<file path="config.mk">
export PLATFORM = sky130hd
export DESIGN_NAME = lpd_ctrl_flat
export DESIGN_NICKNAME = d
export VERILOG_FILES = /design/src/pkg/lpd_pkg.sv /design/src/pkg/lpd_if.sv /design/src/logic/lpd_buf2.sv /design/src/logic/lpd_ctrl.sv /design/src/flat_wrapper.sv
export SDC_FILE = /design/constraint.sdc
export NUM_CORES = 1
export LEC_CHECK = 0
export BUFFER_PORTS_ARGS = -buffer_cell sky130_fd_sc_hd__buf_2
export CAP_MARGIN = 20
export CORE_ASPECT_RATIO = 0.7
export CORE_UTILIZATION = 30
export CTS_CLUSTER_SIZE = 10
export DETAILED_ROUTE_END_ITERATION = 10
export SLEW_MARGIN = 0
export SYNTH_ARGS = -nofsm -noshare
export SYNTH_HDL_FRONTEND = slang
export SYNTH_SLANG_ARGS = --single-unit
export TNS_END_PERCENT = 20
</file>
<file path="constraint.sdc">
create_clock -name clock -period 3 [get_ports clock]
set_input_delay 0.45 -clock clock [delete_from_list [all_inputs] [get_ports clock]]
set_output_delay 0.45 -clock clock [all_outputs]
set_load 0.1 [all_outputs]
</file>
<file path="src/pkg/lpd_pkg.sv">
// Shared constants and types for the DRAM command link model.
// Assumes a single 25 MHz clock on both ends; DDR data is modelled as pairs per cycle.
package lpd_pkg;
	localparam int          CLK_MHZ          = 25;
	localparam int          T_RP_NS          = 15;
	localparam int          T_WR_NS          = 15;
	localparam int          T_WTR_NS         = 2;
	localparam int          T_PDX_NS         = 10;
	localparam int          T_RCD_NS         = 15;
	// Least times round up to whole cycles, never below one
	localparam int          T_RP_CYC         = (T_RP_NS * CLK_MHZ + 999) / 1000 < 1 ? 1 : (T_RP_NS * CLK_MHZ + 999) / 1000;
	localparam int          T_WR_CYC         = (T_WR_NS * CLK_MHZ + 999) / 1000 < 1 ? 1 : (T_WR_NS * CLK_MHZ + 999) / 1000;
	localparam int          T_WTR_CYC        = (T_WTR_NS * CLK_MHZ + 999) / 1000 < 1 ? 1 : (T_WTR_NS * CLK_MHZ + 999) / 1000;
	localparam int          T_PDX_CYC        = (T_PDX_NS * CLK_MHZ + 999) / 1000 < 1 ? 1 : (T_PDX_NS * CLK_MHZ + 999) / 1000;
	localparam int          T_RCD_CYC        = (T_RCD_NS * CLK_MHZ + 999) / 1000 < 1 ? 1 : (T_RCD_NS * CLK_MHZ + 999) / 1000;
	localparam int          NUM_BANKS        = 4;
	localparam int          AP_BIT           = 10;
	localparam logic [1:0]  BL_RESET         = 2'h1;
	// Command encoding: {cs_n, ras_n, cas_n, we_n}
	typedef enum logic [3:0]
	{
		LPD_CMD_DESEL = 4'h8,
		LPD_CMD_NOP   = 4'h7,
		LPD_CMD_ACT   = 4'h3,
		LPD_CMD_READ  = 4'h5,
		LPD_CMD_WRITE = 4'h4,
		LPD_CMD_PRE   = 4'h2
	} lpd_cmd_t;
	// Burst length code: 0=2, 1=4, 2=8
	typedef logic [1:0] lpd_bl_t;
endpackage : lpd_pkg

</file>
<file path="src/pkg/lpd_if.sv">
// Link between the controller end and the DRAM end.
// Strobe and data are modelled as one pair per cycle; dq is two-way.
`timescale 1ns/10ps
interface lpd_if #(parameter int DW = 8, parameter int AW = 13);
	logic            cke;
	logic [3:0]      cmd;
	logic [1:0]      ba;
	logic [AW-1:0]   addr;
	logic            dqs;
	logic [2*DW-1:0] dq_wr;
	logic [1:0]      dm;
	logic [2*DW-1:0] dq_rd;
	logic            dq_rd_oe;
	modport ctrl (output cke, output cmd, output ba, output addr, output dqs, output dq_wr, output dm,
		input dq_rd, input dq_rd_oe);
	modport dram (input cke, input cmd, input ba, input addr, input dqs, input dq_wr, input dm,
		output dq_rd, output dq_rd_oe);
endinterface : lpd_if

</file>
<file path="src/logic/lpd_buf2.sv">
// Two-entry buffer with valid/ready on both sides.
// Same clock on both sides; full and empty are exact.
`timescale 1ns/10ps
module lpd_buf2 #(parameter int W = 32, parameter int DEPTH = 2)
(
	input  wire logic         clock,
	input  wire logic         reset_n,
	input  wire logic         in_valid,
	output logic              in_ready,
	input  wire logic [W-1:0] in_data,
	output logic              out_valid,
	input  wire logic         out_ready,
	output logic [W-1:0]      out_data
);
	// Pointers are one bit wide, so only two entries are served
	if (DEPTH != 2)
	begin : g_depth_chk
		$error("lpd_buf2 supports DEPTH 2 only");
	end
	logic [W-1:0] mem_reg [DEPTH];
	logic         wp_reg;
	logic         rp_reg;
	logic [1:0]   cnt_reg;
	logic         push;
	logic         pop;

	// Handshakes; full stalls the writer
	assign in_ready  = (cnt_reg != 2'h2);
	assign out_valid = (cnt_reg != 2'h0);
	assign push      = in_valid && in_ready;
	assign pop       = out_valid && out_ready;
	assign out_data  = mem_reg[rp_reg];

	// Storage
	always_ff @(posedge clock or negedge reset_n)
	begin
		if (!reset_n)
			for (int i = 0; i < DEPTH; i++) mem_reg[i] <= '0;
		else if (push)
			mem_reg[wp_reg] <= in_data;
	end

	// Pointers and fill level
	always_ff @(posedge clock or negedge reset_n)
	begin
		if (!reset_n)
		begin
			wp_reg  <= 1'b0;
			rp_reg  <= 1'b0;
			cnt_reg <= 2'h0;
		end
		else
		begin
			if (push) wp_reg <= ~wp_reg;
			if (pop) rp_reg <= ~rp_reg;
			cnt_reg <= cnt_reg + {1'b0, push} - {1'b0, pop};
		end
	end
endmodule : lpd_buf2

</file>
<file path="src/logic/lpd_ctrl.sv">
// How it works
// Write-to-read delay counts from after last pair
// Write recovery counts from after last pair
// Other device READ may skip write-to-read
// Other device PRECHARGE may skip recovery
// A10 low on WRITE: no auto precharge
// Strobe keeps toggling over masked slots
// BL8 interrupted: drive unsuppressed strobe, mask
// WRITEs accepted to any bank
// Burst elements go to successive columns
// PRECHARGE closes rows; activate after row precharge
// A10 high all banks, else BA
// Idle bank needs ACTIVE before access
// CKE stays high during bursts
// Burst ends after its postamble
// CKE low enters precharge/active power-down
// Power-down switches off buffers
// CKE held low throughout power-down
// Exit on CKE high with NOP
// Only NOPs until exit time passes
// Power-down time bounded for refresh
// Truncated data beyond delay is masked
// First element on first strobe edge
// Controller tracks per-bank state and timers
// Controller end: takes user requests and issues timed commands.
// Assumes one device on the link; write data comes through the two-entry buffer.
`timescale 1ns/10ps
module lpd_ctrl #(
	parameter int DW     = 8,
	parameter int AW     = 13,
	parameter int PD_MAX = 100
)
(
	input  wire logic            clock,
	input  wire logic            reset_n,
	input  wire logic            req_valid,
	output logic                 req_ready,
	input  wire logic [3:0]      req_cmd,
	input  wire logic [1:0]      req_ba,
	input  wire logic [AW-1:0]   req_addr,
	input  wire logic            req_pd,
	input  wire logic [1:0]      req_bl,
	input  wire logic            wd_valid,
	output logic                 wd_ready,
	input  wire logic [2*DW-1:0] wd_data,
	input  wire logic [1:0]      wd_mask,
	output logic [1:0]           bank_open,
	lpd_if.ctrl                  link
);
	// Timers are eight bits wide, and the precharge-all bit must exist
	if (PD_MAX < 1 || PD_MAX > 255 || AW <= lpd_pkg::AP_BIT)
	begin : g_param_chk
		$error("lpd_ctrl parameters out of range");
	end
	typedef enum logic [1:0]
	{
		LPD_B_IDLE = 2'h0,
		LPD_B_ACTG = 2'h1,
		LPD_B_ACT  = 2'h2,
		LPD_B_PRE  = 2'h3
	} lpd_bank_t;
	typedef enum logic [1:0]
	{
		LPD_P_RUN  = 2'h0,
		LPD_P_DOWN = 2'h1,
		LPD_P_EXIT = 2'h2
	} lpd_pwr_t;

	lpd_bank_t  bst_reg [lpd_pkg::NUM_BANKS];
	logic [7:0] btim_reg [lpd_pkg::NUM_BANKS];
	lpd_pwr_t   pwr_reg;
	logic [7:0] pwr_cnt_reg;
	logic [3:0] burst_reg;
	logic [7:0] wtr_reg;
	logic [7:0] wr_reg;
	logic       go;
	logic       ok;
	logic       bk_ok;
	logic       is_wr;
	logic       is_rd;
	logic       is_pre;
	logic       is_act;
	logic [3:0] bl_pairs;
	logic       bv;
	logic       bready;
	logic [2*DW+1:0] bdata;

	// Write data path; buffer drains only while a burst runs
	lpd_buf2 #(.W(2*DW+2), .DEPTH(2)) u_buf (
		.clock     (clock),
		.reset_n   (reset_n),
		.in_valid  (wd_valid),
		.in_ready  (wd_ready),
		.in_data   ({wd_mask, wd_data}),
		.out_valid (bv),
		.out_ready (bready),
		.out_data  (bdata)
	);

	assign is_wr    = (req_cmd == lpd_pkg::LPD_CMD_WRITE);
	assign is_rd    = (req_cmd == lpd_pkg::LPD_CMD_READ);
	assign is_pre   = (req_cmd == lpd_pkg::LPD_CMD_PRE);
	assign is_act   = (req_cmd == lpd_pkg::LPD_CMD_ACT);
	assign bl_pairs = (req_bl == 2'h0) ? 4'h1 : (req_bl == 2'h1) ? 4'h2 : 4'h4;
	assign bready   = (burst_reg != 4'h0);

	// Legality check against bank state and timers
	always_comb
	begin
		bk_ok = 1'b1;
		if (is_rd || is_wr)
			bk_ok = (bst_reg[req_ba] == LPD_B_ACT);
		else if (is_act)
			bk_ok = (bst_reg[req_ba] == LPD_B_IDLE);
		else if (is_pre && req_addr[lpd_pkg::AP_BIT])
		begin
			for (int i = 0; i < lpd_pkg::NUM_BANKS; i++)
				if (bst_reg[i] == LPD_B_ACTG || bst_reg[i] == LPD_B_PRE) bk_ok = 1'b0;
		end
		else if (is_pre)
			bk_ok = (bst_reg[req_ba] != LPD_B_ACTG);
		ok = bk_ok && (pwr_reg == LPD_P_RUN) && !req_pd;
		// One device only, so the post-write delays are never skipped
		if (is_rd && (wtr_reg != 8'h0 || burst_reg != 4'h0)) ok = 1'b0;
		if (is_pre && (wr_reg != 8'h0 || burst_reg != 4'h0)) ok = 1'b0;
		if (is_wr && (burst_reg != 4'h0 || !bv)) ok = 1'b0;
	end
	assign req_ready = ok;
	assign go        = req_valid && ok;

	// Per-bank state and timers
	always_ff @(posedge clock or negedge reset_n)
	begin
		if (!reset_n)
			for (int i = 0; i < lpd_pkg::NUM_BANKS; i++)
			begin
				bst_reg[i]  <= LPD_B_IDLE;
				btim_reg[i] <= 8'h0;
			end
		else
			for (int i = 0; i < lpd_pkg::NUM_BANKS; i++)
			begin
				if (go && is_act && req_ba == i[1:0])
				begin
					bst_reg[i]  <= LPD_B_ACTG;
					btim_reg[i] <= 8'(lpd_pkg::T_RCD_CYC);
				end
				else if (go && is_pre && (req_addr[lpd_pkg::AP_BIT] || req_ba == i[1:0]))
				begin
					bst_reg[i]  <= LPD_B_PRE;
					btim_reg[i] <= 8'(lpd_pkg::T_RP_CYC);
				end
				else if (btim_reg[i] > 8'h1)
					btim_reg[i] <= btim_reg[i] - 8'h1;
				else if (btim_reg[i] == 8'h1)
				begin
					btim_reg[i] <= 8'h0;
					bst_reg[i]  <= (bst_reg[i] == LPD_B_ACTG) ? LPD_B_ACT : LPD_B_IDLE;
				end
			end
	end

	// Burst pair counter and post-write delays from after last pair
	always_ff @(posedge clock or negedge reset_n)
	begin
		if (!reset_n)
		begin
			burst_reg <= 4'h0;
			wtr_reg   <= 8'h0;
			wr_reg    <= 8'h0;
		end
		else if (go && is_wr)
			burst_reg <= bl_pairs;
		else if (burst_reg != 4'h0 && bv)
		begin
			burst_reg <= burst_reg - 4'h1;
			if (burst_reg == 4'h1)
			begin
				wtr_reg <= 8'(lpd_pkg::T_WTR_CYC);
				wr_reg  <= 8'(lpd_pkg::T_WR_CYC);
			end
		end
		else
		begin
			if (wtr_reg != 8'h0) wtr_reg <= wtr_reg - 8'h1;
			if (wr_reg != 8'h0) wr_reg <= wr_reg - 8'h1;
		end
	end

	// Power-down sequencing
	always_ff @(posedge clock or negedge reset_n)
	begin
		if (!reset_n)
		begin
			pwr_reg     <= LPD_P_RUN;
			pwr_cnt_reg <= 8'h0;
		end
		else
			unique case (pwr_reg)
				LPD_P_RUN:
					if (req_pd && burst_reg == 4'h0)
					begin
						pwr_reg     <= LPD_P_DOWN;
						pwr_cnt_reg <= 8'(PD_MAX);
					end
				LPD_P_DOWN:
					if (!req_pd || pwr_cnt_reg == 8'h1)
					begin
						pwr_reg     <= LPD_P_EXIT;
						pwr_cnt_reg <= 8'(lpd_pkg::T_PDX_CYC);
					end
					else
						pwr_cnt_reg <= pwr_cnt_reg - 8'h1;
				LPD_P_EXIT:
					if (pwr_cnt_reg <= 8'h1)
						pwr_reg <= LPD_P_RUN;
					else
						pwr_cnt_reg <= pwr_cnt_reg - 8'h1;
				default:
					pwr_reg <= LPD_P_RUN;
			endcase
	end

	// Command and data outputs registered
	always_ff @(posedge clock or negedge reset_n)
	begin
		if (!reset_n)
		begin
			link.cke   <= 1'b1;
			link.cmd   <= lpd_pkg::LPD_CMD_NOP;
			link.ba    <= 2'h0;
			link.addr  <= '0;
			link.dqs   <= 1'b0;
			link.dq_wr <= '0;
			link.dm    <= 2'h3;
		end
		else
		begin
			link.cke  <= (pwr_reg != LPD_P_DOWN);
			link.cmd  <= go ? req_cmd : lpd_pkg::LPD_CMD_NOP;
			link.ba   <= req_ba;
			link.addr <= req_addr;
			// Strobe runs on every burst slot, masked ones too
			link.dqs   <= bready && bv;
			link.dq_wr <= bdata[2*DW-1:0];
			link.dm    <= (bready && bv) ? bdata[2*DW+1:2*DW] : 2'h3;
		end
	end

	assign bank_open = {(bst_reg[3] == LPD_B_ACT) | (bst_reg[2] == LPD_B_ACT),
		(bst_reg[1] == LPD_B_ACT) | (bst_reg[0] == LPD_B_ACT)};
endmodule : lpd_ctrl

</file>
<file path="src/flat_wrapper.sv">
// flat-port wrapper written by rule: the top's interface ports become plain ports
module lpd_ctrl_flat 
#(
	parameter int DW     = 8,
	parameter int AW     = 13,
	parameter int PD_MAX = 100
)
  (clock, reset_n, req_valid, req_ready, req_cmd, req_ba, req_addr, req_pd, req_bl, wd_valid, wd_ready, wd_data, wd_mask, bank_open, link_cke, link_cmd, link_ba, link_addr, link_dqs, link_dq_wr, link_dm, link_dq_rd, link_dq_rd_oe);
  lpd_if #(.DW(DW), .AW(AW)) link_i ();
  input  wire logic clock;
  input  wire logic reset_n;
  input  wire logic req_valid;
  output logic req_ready;
  input  wire logic [3:0] req_cmd;
  input  wire logic [1:0] req_ba;
  input  wire logic [AW-1:0] req_addr;
  input  wire logic req_pd;
  input  wire logic [1:0] req_bl;
  input  wire logic wd_valid;
  output logic wd_ready;
  input  wire logic [2*DW-1:0] wd_data;
  input  wire logic [1:0] wd_mask;
  output logic [1:0] bank_open;
  output wire logic [$bits(link_i.cke)-1:0] link_cke;
  output wire logic [$bits(link_i.cmd)-1:0] link_cmd;
  output wire logic [$bits(link_i.ba)-1:0] link_ba;
  output wire logic [$bits(link_i.addr)-1:0] link_addr;
  output wire logic [$bits(link_i.dqs)-1:0] link_dqs;
  output wire logic [$bits(link_i.dq_wr)-1:0] link_dq_wr;
  output wire logic [$bits(link_i.dm)-1:0] link_dm;
  input wire logic [$bits(link_i.dq_rd)-1:0] link_dq_rd;
  input wire logic [$bits(link_i.dq_rd_oe)-1:0] link_dq_rd_oe;
  assign link_cke = link_i.cke;
  assign link_cmd = link_i.cmd;
  assign link_ba = link_i.ba;
  assign link_addr = link_i.addr;
  assign link_dqs = link_i.dqs;
  assign link_dq_wr = link_i.dq_wr;
  assign link_dm = link_i.dm;
  assign link_i.dq_rd = link_dq_rd;
  assign link_i.dq_rd_oe = link_dq_rd_oe;
  lpd_ctrl #(.DW(DW), .AW(AW), .PD_MAX(PD_MAX)) u_core (.clock(clock), .reset_n(reset_n), .req_valid(req_valid), .req_ready(req_ready), .req_cmd(req_cmd), .req_ba(req_ba), .req_addr(req_addr), .req_pd(req_pd), .req_bl(req_bl), .wd_valid(wd_valid), .wd_ready(wd_ready), .wd_data(wd_data), .wd_mask(wd_mask), .bank_open(bank_open), .link(link_i));
endmodule
</file>
==> results of run 1 <==
==> final cells by class <==
cell class                      instances  area [um^2]  area share, %
Sequential cell                       149         3740           43.6
Multi-Input combinational cell        418         3060           35.7
Timing Repair Buffer                  110          647           7.54
Clock buffer                           17          425           4.96
Tap cell                              312          390           4.55
Clock inverter                         15          179           2.09
Inverter                               35          131           1.53
==> through the flow <==
| stage | power [uW] | instance area [um^2] | worst slack [ns] | TNS (ns) | hold slack, ns |
|---|---|---|---|---|---|
| 4_1_cts | 10300 | 8540 | 0.00252 | 0 | 0.100 |
| 3_5_place_dp | 7940 | 7870 | 0.193 | 0 | 0.445 |
| 6_report | 10200 | 8570 | 0.0334 | 0 | 0.125 |
| 3_3_place_gp | 7850 | 7870 | 0.238 | 0 | 0.445 |
| 2_1_floorplan | 6960 | 6950 | 0.0328 | 0 | 0.154 |
| 5_1_grt | 10900 | 8570 | -0.0770 | -0.0770 | 0.0973 |
==> final timing paths <==
check                                          from                  end  slack (ns)  depth (start not counted)
max                                u_core.wr_reg[3]            req_ready        0.03                          5
min                                     req_addr[0]  u_core.link.addr[0]        0.13                          1
max reg2reg                        u_core.wr_reg[3]    u_core.bst_reg[3]        0.24                          7
min reg2reg                u_core.u_buf.mem_reg[34]    u_core.link.dm[0]        0.49                          2
max in group asynchronous                   reset_n    u_core.link.dm[1]        1.67                          3
min in group asynchronous                   reset_n  u_core.btim_reg[11]        0.53                          2
==> metal layers <==
metal  vias to the layer above  share of wire [%]  wire (um)
li1                       2426                  -          -
met1                      2430                 50       7030
met2                        69                 46       6440
met3                        12                3.5        491
met4                         2                1.1        157
met5                         -              0.092         13
==> report_power, final <==
| part | internal [uW] | switching (uW) | total [uW] |
|---|---|---|---|
| logic | 1630 | 2820 | 4450 |
| registers | 2880 | 660 | 3540 |
| clock network | 1260 | 948 | 2210 |
| total | 5780 | 4430 | 10200 |
==> what timing repair did <==
action,CTS,global route
setup buffers,4,3
hold endpoints to repair,45,0
resized for setup,6,5
pin swaps,3,2
hold buffers,1,0
setup endpoints to repair,1,3
==> synth_stat cells (all sizes together), types with 11 or more instances <==
master / instances
or3: 13
nor2: 44
a21oi: 29
nor3: 18
xnor2: 19
dfrtp: 143
o21ai: 32
inv: 35
ha: 21
mux2: 57
nand2: 43
nor4: 11
==> logic make-up after synthesis <==
kind of cell             Yosys count
multiplexers                      67
buffers and inverters             49
adder cells (fa/ha/maj)           21
XOR/XNOR                          23
flip-flops                       149
AO/OA/AOI/OAI                    113
AND/OR/NAND/NOR                  194
==> worst reg2reg max path: cells and delay by family, from the launching register on <==
| kind | cells | cell delay, ns |
|---|---|---|
| AOI/OAI and AO/OA | 2 | 0.76 |
| and+or+nand+nor | 3 | 0.90 |
| buffers and inverters | 1 | 0.19 |
| muxes | 1 | 0.37 |
| DFF | 1 | 0.44 |
==> impl_metrics.yaml, run 1 <==
timing:
  fin_crit_ns: 2.97
  rsz0062_at_grt: "true"
  finalCritPeriodShare_pct: 98.9
  setup_viol: 0
  max_slew.worst_pin.slew_ns: 0.974
  hold_viol: 0
  fmax_mhz: 337
  drv_slew: 0
  clock_skew_ns: 0.00928
  slew_headroom_pct: 35.1
synthesis:
  synth.distinct_cells: 64
  synthFlopType: "dfrtp_1"
  synth_compound_area_share_pct: 10.7
  ys_ff_latch: 149
  synthAdderAreaFrac_pct: 3.79
  syn_nets: 698
  synth_enable_flop_cells: 0
  netlist.top_cell.by_area: "dfrtp_1"
  synthMuxAreaShare_pct: 11.1
  syn_inst: 616
  syn_area_um2: 6940
  ys.warnings.count: 0
  ys_top_cells_by_area: "dfrtp_1 (52%), mux2_2 (9.3%), ha_1 (3.8%)"
  synth_xor_area_share_pct: 2.90
  async_reset_ff_share_pct: 100
  yosysSeqAreaShare_pct: 53.9
  synth_top_area_share_pct: 51.6
  synth_area_per_cell_um2: 11.3
  synth_top_family_by_area: "simple AND/OR/NAND/NOR gates"
  synth-simple-area-share_pct: 15.0
drt:
  drtIter0Drc: 237
  viasPerCell: 4.68
  post_drt_wl_per_cell_um: 13.4
  dr.pass1.iters: 4
  wirelength_um: 14100
  drc: 0
  vias: 4939
  ant_nets: 0
power_and_ir_drop:
  p_leak_uw: 0.00378
  powerDensity_nw_per_um2: 1190
  ir_worst_vdd_uv: 484
floorplan:
  core-area_um2: 22700
  chipHeight_um: 129
  io_pins: 104
  num_rows: 46
  dieArea_um2: 23700
  die_x_um: 184
  start_util_pct: 30.6
placement:
  gp_congestion: 0.831
  hpwl_um: 9560
  portBuffers: 86
  dp.cells: 1016
finish:
  fillers: 2263
  instances_no_fill: 1056
  layout_common_cells: "dfrtp_1 (142), buf_2 (84), mux2_2 (57), nor2_1 (44), nand2_1 (42)"
  diodes: 0
  fin_nets: 813
  mostFrequentLayoutCell: "dfrtp_1"
  final_util_pct: 37.8
  final_layout_size_suffix_gt1_share_pct: 30.9
  largest_register_ffs: 36
  areaGrowthSynthToFinish_pct: 23.6
outcome:
  status: "finished clean"
global_route:
  top_usage_layer: "met2"
  met1_usage_pct: 17.4
  grt_pass1_vias: 4743
  grt_use_met2_pct: 19.0
  grt_max_degree: 71
  grtUsageMet3_pct: 3.71
  grt_pass1_wl_um: 23700
  antenna_found_initial: 1
  grt_remaining_overflow: 0
  grt_usage_pct: 12.7
clock_tree:
  tritoncts: "built"
  clock_latency_ns: 0.42
  clockBufferDepth: 2
  cts-root-buf: "clkbuf_16"
  h-tree-depth: 4
  clkTransAtPathRegs_ns: 0.07
  cts_buffers: 17
  cts.sinks: 149
critical_path:
  crit_chain: "or4_4 -> o41ai_4 -> nand4_4 -> nor3_4 -> buf_12"
  worst_path_max_delay_cell: "or4_4"
  worstPathRequired_ns: 2.55
  cp-end-kind: "output port"
  path_class: "flop to output port"
  critical_path_peak_fanout: 7
  arrival_ns: 2.52
  max_stage_delay_ns: 0.57
  crit_family: "simple AND/OR/NAND/NOR gates"
  cp-start-kind: "flop"
  path_buf_inv: 1
run:
  maxCapViolations: 0
worst_hold_path:
  worstHoldPathType: "input port to flop"
No activity file was read; power rests on OpenSTA's default activity.
==> run 2: changes to the inputs <==
==> constraint.sdc (replaced) <==
create_clock -name clock -period 2.4 [get_ports clock]
set_input_delay 0.36 -clock clock [delete_from_list [all_inputs] [get_ports clock]]
set_output_delay 0.36 -clock clock [all_outputs]
set_load 0.1 [all_outputs]
==> run 2 against run 1 <==
Net effect:
- the run now ends with negative setup slack left
- via count is 2.5% higher
- design area is 5.2% higher
- critical path depth is 2 higher
- first-iteration DRC count is 11% higher
- worst hold slack worse by 0.081 ns
- largest power group unchanged
- highest routed layer unchanged
==> impl_metrics.yaml, run 2 (synthesized netlist as in run 1, its figures left out) <==
timing:
  layout_setup_ws_ns: -0.450
  setup_viol: 48
  max_slew.worst_pin.slew_ns: 0.538
  fin_hold_ws_ns: 0.0445
  rsz0062_at_grt: "true"
  finalCritPeriodShare_pct: 119
  drv_slew: 0
  fin_crit_ns: 2.85
  fmax_mhz: 351
  clock_skew_ns: 0.00958
  hold_viol: 0
  slew_headroom_pct: 63.8
critical_path:
  worst_path_max_delay_cell: "or3b_4"
  path_class: "flop to output port"
  cp-end-kind: "output port"
  cp-start-kind: "flop"
  cp.depth: 7
  worstPathRequired_ns: 2.04
  crit_chain: "inv_2 -> ha_4 -> or3b_4 -> o41ai_4 -> nand4_4 -> nor3_4 -> buf_12"
  r2r-start: "u_core.burst_reg[0]"
  reg2reg_depth: 10
  critical_path_peak_fanout: 4
  reg2reg_slack_ns: -0.39
  crit_family: "simple AND/OR/NAND/NOR gates"
  startpoint: "u_core.burst_reg[0]"
  arrival_ns: 2.49
  path_buf_inv: 2
  max_stage_delay_ns: 0.41
  worstSetupEndpoint: "req_ready"
  worstReg2RegEnd: "u_core.bst_reg[5]"
drt:
  wirelength_um: 14800
  vias: 5061
  dr.pass1.iters: 4
  viasPerCell: 4.63
  ant_nets: 0
  post_drt_wl_per_cell_um: 13.5
  drtIter0Drc: 263
  drc: 0
clock_tree:
  cts-root-buf: "clkbuf_16"
  clkTransAtPathRegs_ns: 0.06
  h-tree-depth: 4
  cts_buffers: 17
  clockBufferDepth: 2
  clock_latency_ns: 0.42
  tritoncts: "built"
  cts.sinks: 149
power_and_ir_drop:
  ir_worst_vdd_uv: 652
  finalPower_uw: 13400
  powerDensity_nw_per_um2: 1480
  p_leak_uw: 0.00404
finish:
  fin_nets: 851
  fin_area_um2: 9020
  diodes: 0
  mostFrequentLayoutCell: "dfrtp_1"
  areaGrowthSynthToFinish_pct: 30.0
  largest_register_ffs: 36
  fillers: 2241
  layout_common_cells: "dfrtp_1 (143), buf_2 (84), mux2_2 (57), buf_4 (53), nor2_1 (43)"
  final_layout_size_suffix_gt1_share_pct: 35.2
  instances_no_fill: 1094
global_route:
  grt_remaining_overflow: 0
  grt_max_degree: 53
  antenna_found_initial: 1
  grt_pass1_wl_um: 24600
  grt_usage_pct: 13.3
  grt_pass1_vias: 4863
floorplan:
  die_x_um: 184
  start_util_pct: 30.6
  core-area_um2: 22700
  io_pins: 104
  num_rows: 46
  dieArea_um2: 23700
  chipHeight_um: 129
placement:
  gp_congestion: 0.809
  dp.cells: 1054
  portBuffers: 86
  hpwl_um: 10300
  place_area_um2: 8190
  place_ws_ns: -0.220
outcome:
  violations: "negative setup slack"
  status: "finished, violations left"
run:
  maxCapViolations: 0
worst_hold_path:
  worstHoldPathType: "input port to flop"
## run 2: repair_timing
item                                   4_1_cts  5_1_grt
pin swaps                                   10        9
gates resized for setup                     11       19
hold buffers                                 1        0
setup endpoints to repair                   34       64
endpoints found under the hold margin       49        0
buffers inserted                             3        4
## run 2: worst min-delay path by stage
stage	slack, ns	cells past startpoint	start	endpoint
2_1_floorplan	0.06	0	reset_n	u_core.bst_reg[0]
3_3_place_gp	0.36	1	reset_n	u_core.btim_reg[12]
3_5_place_dp	0.36	1	reset_n	u_core.btim_reg[12]
4_1_cts	0.02	1	req_addr[7]	u_core.link.addr[7]
5_1_grt	0.02	1	req_addr[11]	u_core.link.addr[11]
6_report	0.04	1	req_addr[7]	u_core.link.addr[7]
## run 2: stage by stage
stage                     TNS [ns]  util, %
after floorplan              -3.33        -
after global placement       -2.42     36.1
after detailed placement     -2.92     36.1
after CTS                    -6.20     39.4
after global routing        -13.43     39.8
final                        -8.06     39.8
## run 2: metal layers
layer / GRT usage (%) / up-vias / wire, um
met5: 0 / - / 9
met4: 3.77 / 2 / 177
met3: 3.93 / 11 / 558
met2: 19.8 / 83 / 6490
met1: 18.6 / 2446 / 7520
li1: - / 2519 / -
## run 2: power breakdown
group / internal (uW) / switching (uW)
Combinational: 2320 / 3760
Sequential: 3610 / 696
Clock: 1910 / 1050
## run 2: final cells by class
class / instances / area, um^2 / area share [%]
well taps: 312 / 390 / 4.33
clock inverters: 11 / 198 / 2.19
repair buffers: 148 / 967 / 10.7
flip-flops and latches: 149 / 3740 / 41.4
inverters: 35 / 131 / 1.46
multi-input cells: 418 / 3140 / 34.8
clock buffers: 21 / 460 / 5.11
==> run 3: changes to the inputs <==
--- a/config.mk
+++ b/config.mk
@@ -8,7 +8,7 @@
 export BUFFER_PORTS_ARGS = -buffer_cell sky130_fd_sc_hd__buf_2
 export CAP_MARGIN = 20
 export CORE_ASPECT_RATIO = 0.7
-export CORE_UTILIZATION = 30
+export CORE_UTILIZATION = 25
 export CTS_CLUSTER_SIZE = 10
 export DETAILED_ROUTE_END_ITERATION = 10
 export SLEW_MARGIN = 0
==> run 3 against run 2 <==
Net effect:
- the flow still finishes with violations (negative setup slack)
- final cell count increased by 5.4%
- combinational power increased by 3.5%
- register-to-register slack better by 0.07 ns
- critical path type unchanged
==> impl_metrics.yaml, run 3 (synthesized netlist as in run 1, its figures left out) <==
global_route:
  grt_remaining_overflow: 0
  grt_usage_pct: 11.5
  grt_pass1_wl_um: 25900
  grt_max_degree: 52
  antenna_found_initial: 0
  grt_pass1_vias: 5102
finish:
  mostFrequentLayoutCell: "dfrtp_1"
  fin_area_um2: 9110
  layout_common_cells: "dfrtp_1 (143), buf_2 (84), buf_4 (57), mux2_2 (56), nand2_1 (39)"
  diodes: 0
  final_layout_size_suffix_gt1_share_pct: 37.6
  areaGrowthSynthToFinish_pct: 31.3
  final_util_pct: 33.7
  fin_nets: 858
  largest_register_ffs: 36
clock_tree:
  cts_buffers: 17
  clockBufferDepth: 2
  clkTransAtPathRegs_ns: 0.07
  cts.sinks: 149
  tritoncts: "built"
  clock_latency_ns: 0.43
  cts-root-buf: "clkbuf_16"
  h-tree-depth: 4
drt:
  drtIter0Drc: 314
  topRoutingLayerUsed: "met4"
  vias: 5103
  ant_nets: 0
  post_drt_wl_per_cell_um: 13.6
  wl_met1_um: 7910
  dr.pass1.iters: 4
  wirelength_um: 15600
  viasPerCell: 4.43
  drc: 0
  wl_met2_um: 7050
  wl_met3_um: 437
floorplan:
  chipHeight_um: 141
  io_pins: 104
  core-area_um2: 27000
  num_rows: 50
  die_x_um: 201
  start_util_pct: 25.7
  dieArea_um2: 28400
critical_path:
  crit_family: "simple AND/OR/NAND/NOR gates"
  cp-end-kind: "output port"
  worst_path_max_delay_cell: "or3b_4"
  worstPathRequired_ns: 2.04
  arrival_ns: 2.57
  critical_path_peak_fanout: 4
  max_stage_delay_ns: 0.41
  path_buf_inv: 3
  cp-start-kind: "flop"
  r2r-start: "u_core.burst_reg[0]"
  startpoint: "u_core.burst_reg[0]"
  reg2reg_depth: 13
  crit_chain: "inv_2 -> ha_4 -> or3b_4 -> o41ai_4 -> nand4_2 -> buf_6 -> nor3_4 -> buf_12"
  path_class: "flop to output port"
  worstReg2RegEnd: "u_core.btim_reg[31]"
  reg2reg_slack_ns: -0.32
timing:
  hold_viol: 0
  max_slew.worst_pin.slew_ns: 0.675
  slew_headroom_pct: 54.4
  setup_viol: 56
  drv_slew: 0
  clock_skew_ns: 0.0113
  fmax_mhz: 341
  layout_setup_ws_ns: -0.531
  finalCritPeriodShare_pct: 122
  fin_crit_ns: 2.93
  rsz0062_at_grt: "true"
outcome:
  status: "finished, violations left"
  violations: "negative setup slack"
power_and_ir_drop:
  p_leak_uw: 0.00403
  ir_worst_vdd_uv: 627
  powerDensity_nw_per_um2: 1450
  finalPower_uw: 13200
placement:
  portBuffers: 86
  hpwl_um: 10700
  gp_congestion: 0.818
  place_area_um2: 8280
worst_hold_path:
  min_to: "u_core.link.addr[8]"
  worstHoldPathType: "input port to flop"
  hold_start: "req_addr[8]"
  hold_path_depth: 1
run:
  maxCapViolations: 0
-- run 3: changes by cell type in the layout (fill, tap and decap cells not counted), sizes merged --
cell | previous run | this run
clkinvlp | 1 | 4
clkinv | 3 | 1
buf | 147 | 154
bufinv | 5 | 1
inv | 37 | 43
clkbuf | 21 | 18
-- run 3: worst max-delay path by stage --
stage | endpoint | slack, ns | depth (start not counted)
detailed placement | u_core.btim_reg[27] | -0.14 | 11
CTS | req_ready | -0.53 | 8
global route | req_ready | -0.63 | 8
global placement | u_core.btim_reg[26] | -0.09 | 11
floorplan | u_core.link.cmd[0] | -0.55 | 8
finish | req_ready | -0.53 | 8
-- run 3: timing repair --
item | CTS | global route
endpoints found under the hold margin | 28 | 0
gates resized for setup | 14 | 31
pin swaps | 15 | 21
buffers inserted | 7 | 6
hold buffers | 1 | 0
endpoints found under the setup margin | 30 | 65
-- run 3: per-layer routing --
| layer | GRT usage, % | vias to the layer above |
|---|---|---|
| li1 | - | 2523 |
| met1 | 15.8 | 2492 |
| met2 | 17.8 | 75 |
| met3 | 2.55 | 13 |
| met4 | 4.26 | 0 |
| met5 | 0 | - |
-- run 3: worst reg2reg max path, stage by stage, from the launching register on --
cell     delay [ns]
dfrtp_1        0.40
inv_2          0.09
ha_4           0.13
or3b_4         0.41
o41ai_4        0.33
nand4_2        0.16
buf_6          0.17
buf_4          0.13
buf_6          0.12
nor4b_4        0.21
buf_4          0.17
or2_1          0.12
buf_6          0.13
nor2_1         0.04
-- run 3: power by group --
part / switching [uW] / internal (uW) / total [uW]
Clock: 1170 / 1450 / 2630
Combinational: 3860 / 2430 / 6290
Sequential: 681 / 3610 / 4290
Total: 5710 / 7490 / 13200
-- run 3: metrics by stage --
step	hold slack [ns]	setup WS, ns	cells	setup TNS [ns]
2_1_floorplan	0.0644	-0.550	616	-3.33
3_3_place_gp	0.276	-0.0923	1107	-1.29
3_5_place_dp	0.284	-0.138	1107	-2.31
4_1_cts	0.0120	-0.532	1147	-6.85
5_1_grt	0.00766	-0.634	1153	-17.38
6_report	0.0303	-0.531	1153	-10.85
-- run 3: final cells by class --
| cell class | count | area [um^2] |
|---|---|---|
| repair buffers | 155 | 1040 |
| multi-input cells | 418 | 3180 |
| inverters | 35 | 131 |
| well taps | 364 | 455 |
| clock buffers | 18 | 429 |
| fillers | 2743 | 17900 |
| clock inverters | 14 | 139 |
| flip-flops and latches | 149 | 3740 |
